**src/hw/csp_pkg.sv**
```systemverilog
// Constants and carrier types for the clock source select and prescaler block.
// Assumes one 100 MHz clock domain; slow clocks arrive as pin levels and become one-cycle enables.
//
// Contract
// - System prescaler is a 13-bit up-counter advancing each system clock period.
// - Reset clears the system prescaler; counting starts when reset ends.
// - In standby, watch, subactive, subsleep the system prescaler stops at zero.
// - The system prescaler count is never readable or writable by software.
// - System prescaler taps are shared; each peripheral picks its own ratio.
// - In medium-speed mode the input is oscillator clock over 16, 32, 64 or 128.
// - Watch prescaler is a 5-bit counter clocked by the watch clock over four.
// - Reset clears the watch prescaler; counting starts when reset ends.
// - Watch prescaler keeps counting in low-power modes while the subclock runs.
// - Writing ones to both timebase-clear bits clears the watch prescaler.
// - Watch prescaler outputs feed timer A as its timekeeping base.
// - Select pin sampled in reset: 0 picks system oscillator, 1 on-chip one.
// - Watchdog or low-voltage resets keep the existing oscillator selection.
// - Setting the subclock-stop bit stops the subclock oscillator.
// - Subclock-stop bit is bit 7; it may be set only in active mode.
// - Bit 2 reports the select pin level latched during reset.
// - Bit 1 reads 1 when the on-chip oscillator runs, 0 otherwise.

package csp_pkg;

    localparam int SYS_PS_W            = 13;
    localparam int WATCH_PS_W          = 5;
    localparam int WATCH_PRE_DIV_W     = 2;
    localparam int MED_DIV_W           = 7;
    localparam logic [12:0] SYS_PS_RST = 13'h0000;
    localparam logic [4:0]  WATCH_PS_RST = 5'h00;
    localparam logic [1:0]  WATCH_PRE_RST = 2'h0;
    localparam logic [6:0]  MED_DIV_RST  = 7'h00;
    localparam int OSC_SUB_STOP_BIT    = 7;
    localparam int OSC_SELF_BIT        = 2;
    localparam int OSC_ONCHIP_BIT      = 1;
    localparam logic [7:0]  OSC_RST    = 8'h00;
    // Edges after reset release before both synchroniser stages hold the pin
    localparam logic [1:0]  SEL_LATCH_CNT = 2'h2;

    typedef enum logic [2:0] {
        CSP_ACTIVE_HI  = 3'b000,
        CSP_ACTIVE_MED = 3'b001,
        CSP_SLEEP      = 3'b010,
        CSP_STANDBY    = 3'b011,
        CSP_WATCH      = 3'b100,
        CSP_SUBACTIVE  = 3'b101,
        CSP_SUBSLEEP   = 3'b110
    } csp_mode_t;

    typedef enum logic [1:0] {
        CSP_MDIV16  = 2'b00,
        CSP_MDIV32  = 2'b01,
        CSP_MDIV64  = 2'b10,
        CSP_MDIV128 = 2'b11
    } csp_mdiv_t;

    typedef struct packed {
        logic [SYS_PS_W-1:0]   sys_taps;
        logic [SYS_PS_W-1:0]   sys_ticks;
        logic [WATCH_PS_W-1:0] watch_taps;
        logic [WATCH_PS_W-1:0] watch_ticks;
    } csp_taps_t;

endpackage : csp_pkg

```
**src/hw/csp_watch_ps.sv**
```systemverilog
// Watch prescaler: subclock tick over four, then a 5-bit ripple-free counter.
// Assumes watch_tick is a synchronised one-cycle enable per subclock period.
`timescale 1ns/1ns

module csp_watch_ps
    import csp_pkg::*;
(
    input  wire logic                  clk,          // 100 MHz clock
    input  wire logic                  rst_n,        // Async reset, active low
    input  wire logic                  watch_tick,   // One subclock period elapsed
    input  wire logic                  tb_clear,     // Both timebase-clear bits written
    output logic [WATCH_PS_W-1:0]      count,        // Watch prescaler count
    output logic [WATCH_PS_W-1:0]      ticks         // Per-tap rising-edge enables
);

    typedef struct packed {
        logic [WATCH_PRE_DIV_W-1:0] pre;
        logic [WATCH_PS_W-1:0]      cnt;
        logic [WATCH_PS_W-1:0]      tk;
    } csp_wst_t;

    csp_wst_t st_q;
    csp_wst_t st_d;
    logic     quarter;

    always_comb begin
        st_d    = st_q;
        st_d.tk = '0;
        quarter = 1'b0;
        if (watch_tick) begin
            st_d.pre = st_q.pre + 2'h1;
            quarter  = (st_q.pre == 2'h3);
        end
        if (tb_clear) begin
            st_d.pre = WATCH_PRE_RST;
            st_d.cnt = WATCH_PS_RST;
        end else if (quarter) begin
            st_d.cnt = st_q.cnt + 5'h01;
            st_d.tk  = st_d.cnt & ~st_q.cnt;
        end
    end

    always_ff @(posedge clk or negedge rst_n) begin
        if (!rst_n) begin
            st_q <= '{pre: WATCH_PRE_RST, cnt: WATCH_PS_RST, tk: 5'h00};
        end else begin
            st_q <= st_d;
        end
    end

    assign count = st_q.cnt;
    assign ticks = st_q.tk;

    property p_wclr;
        @(posedge clk) disable iff (!rst_n) tb_clear |=> (count == 5'h00);
    endproperty
    a_wclr: assert property (p_wclr) else $error("watch prescaler not cleared");

    property p_wstep;
        @(posedge clk) disable iff (!rst_n)
            (watch_tick && st_q.pre == 2'h3 && !tb_clear)
            |=> (count == 5'($past(count) + 5'h01));
    endproperty
    a_wstep: assert property (p_wstep) else $error("watch prescaler missed a step");

    property p_whold;
        @(posedge clk) disable iff (!rst_n)
            (!watch_tick && !tb_clear) |=> $stable(count);
    endproperty
    a_whold: assert property (p_whold) else $error("watch prescaler moved without tick");

endmodule : csp_watch_ps

```
**src/hw/csp_top.sv**
```systemverilog
// Clock source select, subclock stop control and both prescalers.
// Assumes one 100 MHz clock; the oscillator and subclock arrive as pin levels
// that are synchronised here and turned into one-cycle enables.
`timescale 1ns/1ns

module csp_top
    import csp_pkg::*;
(
    input  wire logic          clk,             // 100 MHz clock
    input  wire logic          rst_n,           // Async reset, active low
    input  wire logic          rst_keep_sel,    // Reset cause is watchdog or low voltage
    input  wire logic          clock_select_pin,// Select pin, asynchronous
    input  wire logic          osc_clk_pin,     // Oscillator clock level, asynchronous
    input  wire logic          subclk_pin,      // Subclock level, asynchronous
    input  csp_mode_t          mode,            // Current operating mode
    input  csp_mdiv_t          med_div,         // Medium-speed divide selection
    input  wire logic          osc_wr,          // Oscillator control register write
    input  wire logic [7:0]    osc_wdata,       // Write data
    input  wire logic          timer_a_mode_wr, // Timer A mode register write
    input  wire logic [3:2]    timer_a_mode_wdata, // Timebase-clear bits hi, lo
    output logic [7:0]         oscillator_control_reg, // Read value
    output logic               sysosc_enable,   // System clock oscillator enabled
    output logic               onchip_osc_enable, // On-chip oscillator enabled
    output logic               subclk_osc_stop, // Subclock oscillator stopped
    output csp_taps_t          taps             // Prescaler taps and tick enables
);

    // ==========================================================
    // State
    typedef struct packed {
        logic [1:0]            osc_sync;
        logic [1:0]            sub_sync;
        logic [1:0]            sel_sync;
        logic                  osc_prev;
        logic                  sub_prev;
        logic                  in_reset;
        logic [1:0]            rel_cnt;
        logic                  sel_lat;
        logic                  sub_stop;
        logic [5:3]            rsv;
        logic [MED_DIV_W-1:0]  mdiv;
        logic [SYS_PS_W-1:0]   sps;
        logic [SYS_PS_W-1:0]   stk;
    } csp_st_t;

    csp_st_t st_q;
    csp_st_t st_d;
    logic    osc_tick;
    logic    sub_tick;
    logic    sys_halt;
    logic    med_hit;
    logic    sys_adv;
    logic    tb_clear;
    logic [WATCH_PS_W-1:0] w_cnt;
    logic [WATCH_PS_W-1:0] w_tk;

    // ==========================================================
    // Next state
    always_comb begin
        st_d          = st_q;
        st_d.osc_sync = {st_q.osc_sync[0], osc_clk_pin};
        st_d.sub_sync = {st_q.sub_sync[0], subclk_pin};
        st_d.sel_sync = {st_q.sel_sync[0], clock_select_pin};
        st_d.osc_prev = st_q.osc_sync[1];
        st_d.sub_prev = st_q.sub_sync[1];
        st_d.stk      = '0;
        osc_tick      = st_q.osc_sync[1] && !st_q.osc_prev;
        sub_tick      = st_q.sub_sync[1] && !st_q.sub_prev && !st_q.sub_stop;
        sys_halt      = (mode == CSP_STANDBY) || (mode == CSP_WATCH)
                        || (mode == CSP_SUBACTIVE) || (mode == CSP_SUBSLEEP);
        unique case (med_div)
            CSP_MDIV16:  med_hit = (st_q.mdiv[3:0] == 4'hF);
            CSP_MDIV32:  med_hit = (st_q.mdiv[4:0] == 5'h1F);
            CSP_MDIV64:  med_hit = (st_q.mdiv[5:0] == 6'h3F);
            CSP_MDIV128: med_hit = (st_q.mdiv == 7'h7F);
        endcase
        sys_adv       = 1'b0;
        // Selection is caught once both synchroniser stages hold samples
        // taken after release; the reset clears them, so earlier is stale
        if (st_q.in_reset) begin
            st_d.rel_cnt = st_q.rel_cnt + 2'h1;
            if (st_q.rel_cnt == SEL_LATCH_CNT) begin
                st_d.in_reset = 1'b0;
                if (!rst_keep_sel) begin
                    st_d.sel_lat = st_q.sel_sync[1];
                end
            end
        end
        if (sys_halt) begin
            st_d.sps  = SYS_PS_RST;
            st_d.mdiv = MED_DIV_RST;
        end else if (mode == CSP_ACTIVE_MED) begin
            if (osc_tick) begin
                st_d.mdiv = st_q.mdiv + 7'h01;
                sys_adv   = med_hit;
            end
        end else begin
            st_d.mdiv = MED_DIV_RST;
            sys_adv   = 1'b1;
        end
        if (sys_adv) begin
            st_d.sps = st_q.sps + 13'h0001;
            st_d.stk = st_d.sps & ~st_q.sps;
        end
        if (osc_wr) begin
            // Stop may be set only in active mode; clearing is always allowed
            if (!osc_wdata[OSC_SUB_STOP_BIT]
                || mode == CSP_ACTIVE_HI || mode == CSP_ACTIVE_MED) begin
                st_d.sub_stop = osc_wdata[OSC_SUB_STOP_BIT];
            end
            st_d.rsv = osc_wdata[5:3];
        end
        tb_clear = timer_a_mode_wr && (timer_a_mode_wdata == 2'b11);
    end

    always_ff @(posedge clk or negedge rst_n) begin
        if (!rst_n) begin
            // Latched selection has no reset so a watchdog or low-voltage
            // reset keeps it; it is undefined until the first latch
            st_q.osc_sync <= 2'h0;
            st_q.sub_sync <= 2'h0;
            st_q.sel_sync <= 2'h0;
            st_q.osc_prev <= 1'b0;
            st_q.sub_prev <= 1'b0;
            st_q.in_reset <= 1'b1;
            st_q.rel_cnt  <= 2'h0;
            st_q.sub_stop <= OSC_RST[OSC_SUB_STOP_BIT];
            st_q.rsv      <= OSC_RST[5:3];
            st_q.mdiv     <= MED_DIV_RST;
            st_q.sps      <= SYS_PS_RST;
            st_q.stk      <= SYS_PS_RST;
        end else begin
            st_q <= st_d;
        end
    end

    // ==========================================================
    // Watch prescaler
    csp_watch_ps u_watch (
        .clk        (clk),
        .rst_n      (rst_n),
        .watch_tick (sub_tick),
        .tb_clear   (tb_clear),
        .count      (w_cnt),
        .ticks      (w_tk)
    );

    // ==========================================================
    // Outputs; the system count leaves only as taps, never on a read path
    always_comb begin
        oscillator_control_reg                 = OSC_RST;
        oscillator_control_reg[OSC_SUB_STOP_BIT] = st_q.sub_stop;
        oscillator_control_reg[5:3]            = st_q.rsv;
        oscillator_control_reg[OSC_SELF_BIT]   = st_q.sel_lat;
        oscillator_control_reg[OSC_ONCHIP_BIT] = st_q.sel_lat;
    end

    assign sysosc_enable     = !st_q.sel_lat;
    assign onchip_osc_enable = st_q.sel_lat;
    assign subclk_osc_stop   = st_q.sub_stop;
    assign taps = '{sys_taps: st_q.sps, sys_ticks: st_q.stk,
                    watch_taps: w_cnt, watch_ticks: w_tk};

    // ==========================================================
    // Checks
    property p_halt_zero;
        @(posedge clk) disable iff (!rst_n) sys_halt |=> (st_q.sps == 13'h0000);
    endproperty
    a_halt_zero: assert property (p_halt_zero) else $error("halted prescaler not zero");

    property p_hi_step;
        @(posedge clk) disable iff (!rst_n)
            (mode == CSP_ACTIVE_HI) |=> (st_q.sps == 13'($past(st_q.sps) + 13'h0001));
    endproperty
    a_hi_step: assert property (p_hi_step) else $error("prescaler missed a step");

    property p_wrap;
        @(posedge clk) disable iff (!rst_n)
            (mode == CSP_ACTIVE_HI && st_q.sps == 13'h1FFF) |=> (st_q.sps == 13'h0000);
    endproperty
    a_wrap: assert property (p_wrap) else $error("prescaler did not wrap");

    property p_start;
        @(posedge clk) $rose(rst_n) && mode == CSP_ACTIVE_HI |-> (st_q.sps == 13'h0000);
    endproperty
    a_start: assert property (p_start) else $error("prescaler not cleared by reset");

    property p_med_hold;
        @(posedge clk) disable iff (!rst_n)
            (mode == CSP_ACTIVE_MED && !osc_tick) |=> $stable(st_q.sps);
    endproperty
    a_med_hold: assert property (p_med_hold) else $error("medium-speed count moved");

    property p_stop_guard;
        @(posedge clk) disable iff (!rst_n)
            (osc_wr && osc_wdata[7] && mode == CSP_SUBACTIVE && !st_q.sub_stop)
            |=> !subclk_osc_stop;
    endproperty
    a_stop_guard: assert property (p_stop_guard) else $error("stop set outside active");

    property p_sel_keep;
        @(posedge clk) disable iff (!rst_n)
            !st_q.in_reset |=> $stable(st_q.sel_lat);
    endproperty
    a_sel_keep: assert property (p_sel_keep) else $error("selection changed");

    property p_flags;
        @(posedge clk) disable iff (!rst_n)
            (st_q.in_reset && st_q.rel_cnt == SEL_LATCH_CNT && !rst_keep_sel)
            |=> (oscillator_control_reg[2] == $past(clock_select_pin, 3)
                 && oscillator_control_reg[1] == $past(clock_select_pin, 3)
                 && sysosc_enable == !$past(clock_select_pin, 3));
    endproperty
    a_flags: assert property (p_flags) else $error("flag mismatch");

    property p_sub_stop;
        @(posedge clk) disable iff (!rst_n)
            (subclk_osc_stop && !tb_clear) |=> $stable(w_cnt);
    endproperty
    a_sub_stop: assert property (p_sub_stop) else $error("subclock ran while stopped");

    c_wrap: cover property (@(posedge clk) st_q.sps == 13'h1FFF ##1 st_q.sps == 13'h0000);
    c_med:  cover property (@(posedge clk) mode == CSP_ACTIVE_MED && sys_adv);
    c_tbclr: cover property (@(posedge clk) tb_clear && w_cnt != 5'h00);
    c_onchip: cover property (@(posedge clk) onchip_osc_enable);

endmodule : csp_top

```
**config.mk**
```make
export PLATFORM = sky130hd
export DESIGN_NAME = csp_top
export DESIGN_NICKNAME = d
export VERILOG_FILES = /design/src/hw/csp_pkg.sv /design/src/hw/csp_watch_ps.sv /design/src/hw/csp_top.sv
export SDC_FILE = /design/constraint.sdc
export NUM_CORES = 1
export LEC_CHECK = 0
export BUFFER_PORTS_ARGS = -buffer_cell sky130_fd_sc_hd__buf_4
export CAP_MARGIN = 20
export CORE_MARGIN = 8
export CORE_UTILIZATION = 35
export DETAILED_ROUTE_END_ITERATION = 12
export HOLD_SLACK_MARGIN = 0.08
export PLACE_DENSITY = 0.59
export SYNTH_ARGS = -nofsm -noshare
export SYNTH_HDL_FRONTEND = slang
export SYNTH_SLANG_ARGS = --single-unit
```
**constraint.sdc**
```tcl
create_clock -name clk -period 2.92 [get_ports clk]
set_input_delay 0.146 -clock clk [delete_from_list [all_inputs] [get_ports clk]]
set_output_delay 0.146 -clock clk [all_outputs]
set_load 0.02 [all_outputs]
```
[After elaboration in Yosys (flattened, before gate mapping)]
Index checks and enable logic that the tools add are counted.
Storage, ports and cells
  flip-flop bits (word level): 61
  bits of input ports: 23
  output and inout port bits: 47
  word-level logic and storage cells: 82
Operators by class
  add/sub/neg operators: 5
  equal/unequal tests: 16
  mux-type cells: 19
  bitwise gates (word level): 5
  reductions and logical operators: 21
Operators by type and width (count)
  two-way mux 26 bit: 1
  two-way mux 7 bit: 3
  adder 13 x 1 -> 13 bit, second input constant: 1
  AND 13 bit: 1
  two-way mux 13 bit: 1
  inverter 13 bit: 1
  equality test 2 bit, second input constant: 5
  two-way mux 10 bit: 1
  two-way mux 5 bit: 2
  equality test 3 bit, second input constant: 3
  adder 7 x 1 -> 7 bit, second input constant: 1
  equality test 7 bit, second input constant: 1
  two-way mux 1 bit: 7
  equality test 6 bit, second input constant: 1
  nonzero test 2 bit: 3
  adder 5 x 1 -> 5 bit, second input constant: 1
  AND 5 bit: 1
  equality test 5 bit, second input constant: 1
  zero test 1 bit: 5
  logical OR 1 bit: 5
  inverter 5 bit: 1
  adder 2 x 1 -> 2 bit, second input constant: 2
  equality test 4 bit, second input constant: 1
  logical AND 1 bit: 4
  other kinds (12): 13

[Depth between registers and ports, before layout]
  depth after elaboration: 6
  depth in mapped cells: 8
  gate-level depth less buffers: 7

[Modules after synthesis]
Synthesis repeated with hierarchy kept, for this count alone.
Second synthesis, totals
  cells, all modules: 278
  area total of the unflattened synthesis: 3155.5 um^2
By module, submodules not included
  csp_top: instances 1, cells an instance 217, area an instance 2483.6 um^2, sequential area each 1232.4 um^2
  csp_watch_ps: instances 1, cells an instance 61, area an instance 671.9 um^2, sequential area each 300.3 um^2

[Least setup slack after synthesis]
No wires, ideal clock.
  path kind: flip-flop to flip-flop
  start: register st_q, in the netlist taps[23]
  end: register st_q, in the netlist taps[35]
  setup time: 0.095 ns
  arrival: 1.818 ns
  data required time: 2.825 ns
  path slack: 1.007 ns
  stages on the path, launching flop included: 8
  buffers on the path: 0
  period minus slack after synthesis: 1.913 ns
  cells stage by stage: dfrtp_1 -> ha_1 -> and3_1 -> and3_1 -> and3_1 -> and3_1 -> ha_1 -> o31ai_1
Between the ends
  cells in the longest elaborated chain, start to end: 2
RTL lines
  start, declared: RTL line csp_top.sv:46  | csp_st_t st_q;
  start signal, assigned: RTL line csp_top.sv:133  | st_q <= st_d;
  adder 13 x 1 -> 13 bit: RTL line csp_top.sv:102  | st_d.sps = st_q.sps + 13'h0001;
  two-way mux 26 bit: RTL line csp_top.sv:101  | if (sys_adv) begin
No other way between the ends.
A chain may end at the register's enable or synchronous reset.

[Worst setup path in the final report]
  start: register st_q[26] in the netlist's numbering
  end: register st_q, in the netlist taps[23]
Between the ends
  cells in the longest elaborated chain, start to end: 6
  elaborated cells between the ends (all ways): 10
  classes of those cells: 4 x eq/ne; 5 x mux; 1 x reduce/logical
RTL lines
  equality test 7 bit (tied with other cells): RTL line csp_top.sv:75  | CSP_MDIV128: med_hit = (st_q.mdiv == 7'h7F);
  case mux 1 bit (4 select lines) (*): RTL line csp_top.sv:71  | unique case (med_div)
  two-way mux 1 bit (*): RTL line csp_top.sv:93  | if (osc_tick) begin
  two-way mux 1 bit (*): RTL line csp_top.sv:92  | end else if (mode == CSP_ACTIVE_MED) begin
  two-way mux 1 bit (*): RTL line csp_top.sv:89  | if (sys_halt) begin
  two-way mux 26 bit or nonzero test 2 bit (tied branches)
Mark *: on every way between the ends. The rest lies on a longest branch, timed or not.

==> qor.yml <==
clock_network:
  cts.clk_slew.worst_paths_ps: 70
  cts-buffers-inserted: 9
  insertion_delay_ps: 320
  cts_tree: "done"
  post-cts-setup-buffer-count: 0
  htreeDepth: 3
  root_buffer: "clkbuf_8"
  post_cts_resized: 0
  holdBufCountCts: 9
  clock_path_buffers: 2
  cts_sinks: 61
setup_path:
  cp_max_fo: 14
  required_ps: 3130
  cp.arrival_ps: 2360
  worstSetupPathType: "register to register"
  endpoint_kind: "register"
  crit_path_start_kind: "register"
sta:
  rsz0062_at_grt: "no"
  tns_ps: 0
  fin_crit_sh_pct: 73.6
  fmax_mhz: 465
  post-route-min-period_ps: 2150
  finalHoldViolCount: 0
  max_slew_margin_pct: 57.4
  setup-violations-final: 0
  fin_worst_skew_ps: 6.59
  drv_slew: 0
  tightest_slew_ps: 638
power_and_ir_drop:
  power_frac_clock_pct: 38.7
  power_leakage_nw: 1.78
  comb_power_share_pct: 12.3
  p_sw_mw: 0.479
  ir_worst_vdd_v: 0.000257
  powerDensity_nw_per_um2: 529
  power_frac_seq_pct: 49.1
  sw_frac_of_total_pct: 25.3
  p_int_mw: 1.41
  finalPower_mw: 1.89
synth:
  ys_ff_latch: 61
  ys_seq_area_share_pct: 50.4
  yosysUniqueCellTypes: 37
  synth_top_area_share_pct: 48.5
  yosys_warnings: 0
  synth_cells: 274
  yosys.area.top_type: "dfrtp_1"
  postSynthAreaPerCell_um2: 11.1
  synth_area_um2: 3040
  yosys-top-cells-area: "dfrtp_1 (49%), buf_4 (11%), ha_1 (9.0%)"
routing:
  routedWlPerCell_um: 13.8
  wl_um: 5830
  avgViaCountPerCell: 4.51
  via_count: 1908
  drtIter0Drc: 58
  antenna_left: 0
  firstDrtPassIters: 4
  drcViolationCount: 0
place:
  hpwl_um: 4250
  port_buffers: 63
  dp.cells: 398
  gp_congestion: 0.773
floorplan:
  fp.coreArea_um2: 8590
  rows: 34
  start_util_pct: 35.4
  die_h_um: 109
  io_pins: 70
  die_area_um2: 11900
  die_width_um: 109
global_route:
  grt_pass1_vias: 1964
  grt_overflow: 0
  grt_pass1_wl_um: 9510
  grt_antenna_before_repair: 0
  grt_use_total_pct: 10.4
  grt_max_degree: 33
min_path:
  hold_class: "primary input to register"
layout:
  mostFrequentLayoutCells: "buf_4 (65), dfrtp_1 (59), ha_1 (22), inv_1 (20), and2_1 (17)"
  largest_register_ffs: 26
  final_nets: 355
  area_delta_synth_final_pct: 17.4
  antenna_cells: 0
  drive_gt1_share_pct: 27.6
  stdcell_count: 423
  final_common_cell: "buf_4"
  fill_cells: 826
  multi_input_area_um2: 1060
  regArea_um2: 1530
status:
  status: "finished, final reports clean"
job:
  max_cap_violations: 0
[per-stage QoR]
| step | area (µm²) | worst slack (ps) | hold slack, ps | utilization [%] |
|---|---|---|---|---|
| global placement | 3290 | 781 | 91.4 | 38.3 |
| detailed placement | 3290 | 737 | 86.8 | 38.3 |
| floorplan | 3050 | 1010 | -150 | - |
| global route | 3570 | 570 | 223 | 41.6 |
| CTS | 3570 | 726 | 193 | 41.6 |
| finish | 3570 | 771 | 209 | 41.6 |
[worst max-delay path: stages (launching register included)]
cell and delay [ps]:
dfrtp_1 410, ha_1 240, and3_1 150, ha_1 170
nand2_1 60, a211o_1 450, a21oi_2 240, mux2_2 320
[cells by family after synthesis]
family / count (synthesis) / share of synthesized area [%]
DFF: 61 / 50.4
adders and majority gates: 22 / 9.05
and+or+nand+nor: 81 / 14.9
AOI/OAI and AO/OA: 25 / 6.17
xor gates and xnor gates: 8 / 2.30
muxes: 6 / 2.14
other: 1 / 0.123
buffers and inverters: 70 / 14.9
[routing by layer]
layer	part of all wire [%]	vias up	wire length, µm	global-route usage [%]
li1	-	939	-	-
met1	41	922	2380	11.7
met2	52	38	3010	17.7
met3	5.7	9	335	3.37
met4	1.8	0	104	4.63
met5	0	-	0	0
[worst paths after layout]
kind | startpoint | endpoint | slack, ps | cells past startpoint
setup / recovery | st_q[26]$_DFFE_PN0P_ | taps[23]$_DFFE_PN0P_ | 770 | 7
setup reg to reg | st_q[26]$_DFFE_PN0P_ | taps[23]$_DFFE_PN0P_ | 770 | 7
hold reg to reg | st_d[46]$_DFF_PN0_ | st_d[41]$_DFF_PN0_ | 350 | 0
min in group asynchronous | rst_n | taps[10]$_DFF_PN0_ | 290 | 2
max in group asynchronous | rst_n | subclk_osc_stop$_DFFE_PN0P_ | 1870 | 3
hold / removal | timer_a_mode_wdata[3] | u_watch.st_q[10]$_DFFE_PN0P_ | 210 | 3
[cell usage after synthesis (all sizes together)]
master	number
inv	20
nand4	1
xnor2	5
nor2	10
xor2	3
nor2b	2
buf	48
dfstp	1
o21ai	4
and4b	1
edfxtp	1
a211o	1
clkbuf	2
mux2	4
and3b	1
and2	18
dfrtp	59
nor3b	1
conb	1
mux2i	2
and3	15
nand3	12
nand2b	2
a41oi	1
nand3b	1
and4	1
o31ai	12
nand4b	1
ha	22
a21o	1
nand2	12
nor3	2
or3b	1
a21oi	6
[power by group through the flow]
stage | clock network [mW] | registers, mW | logic, mW
after floorplan | 0 | 0.937 | 0.164
after CTS | 0.760 | 0.929 | 0.237
after global routing | 0.799 | 0.936 | 0.261
final | 0.731 | 0.928 | 0.232
after detailed placement | 0 | 0.945 | 0.225
after global placement | 0 | 0.942 | 0.221
[area by class of cell]
class	count	share of cell area, %
sequential	61	42.9
inverter	20	2.10
clock inverter	4	1.33
multi-input combinational	144	29.6
timing repair buffer	74	16.2
clock buffer	12	4.06
tap	108	3.78
No activity file was read; power rests on OpenSTA's default activity.
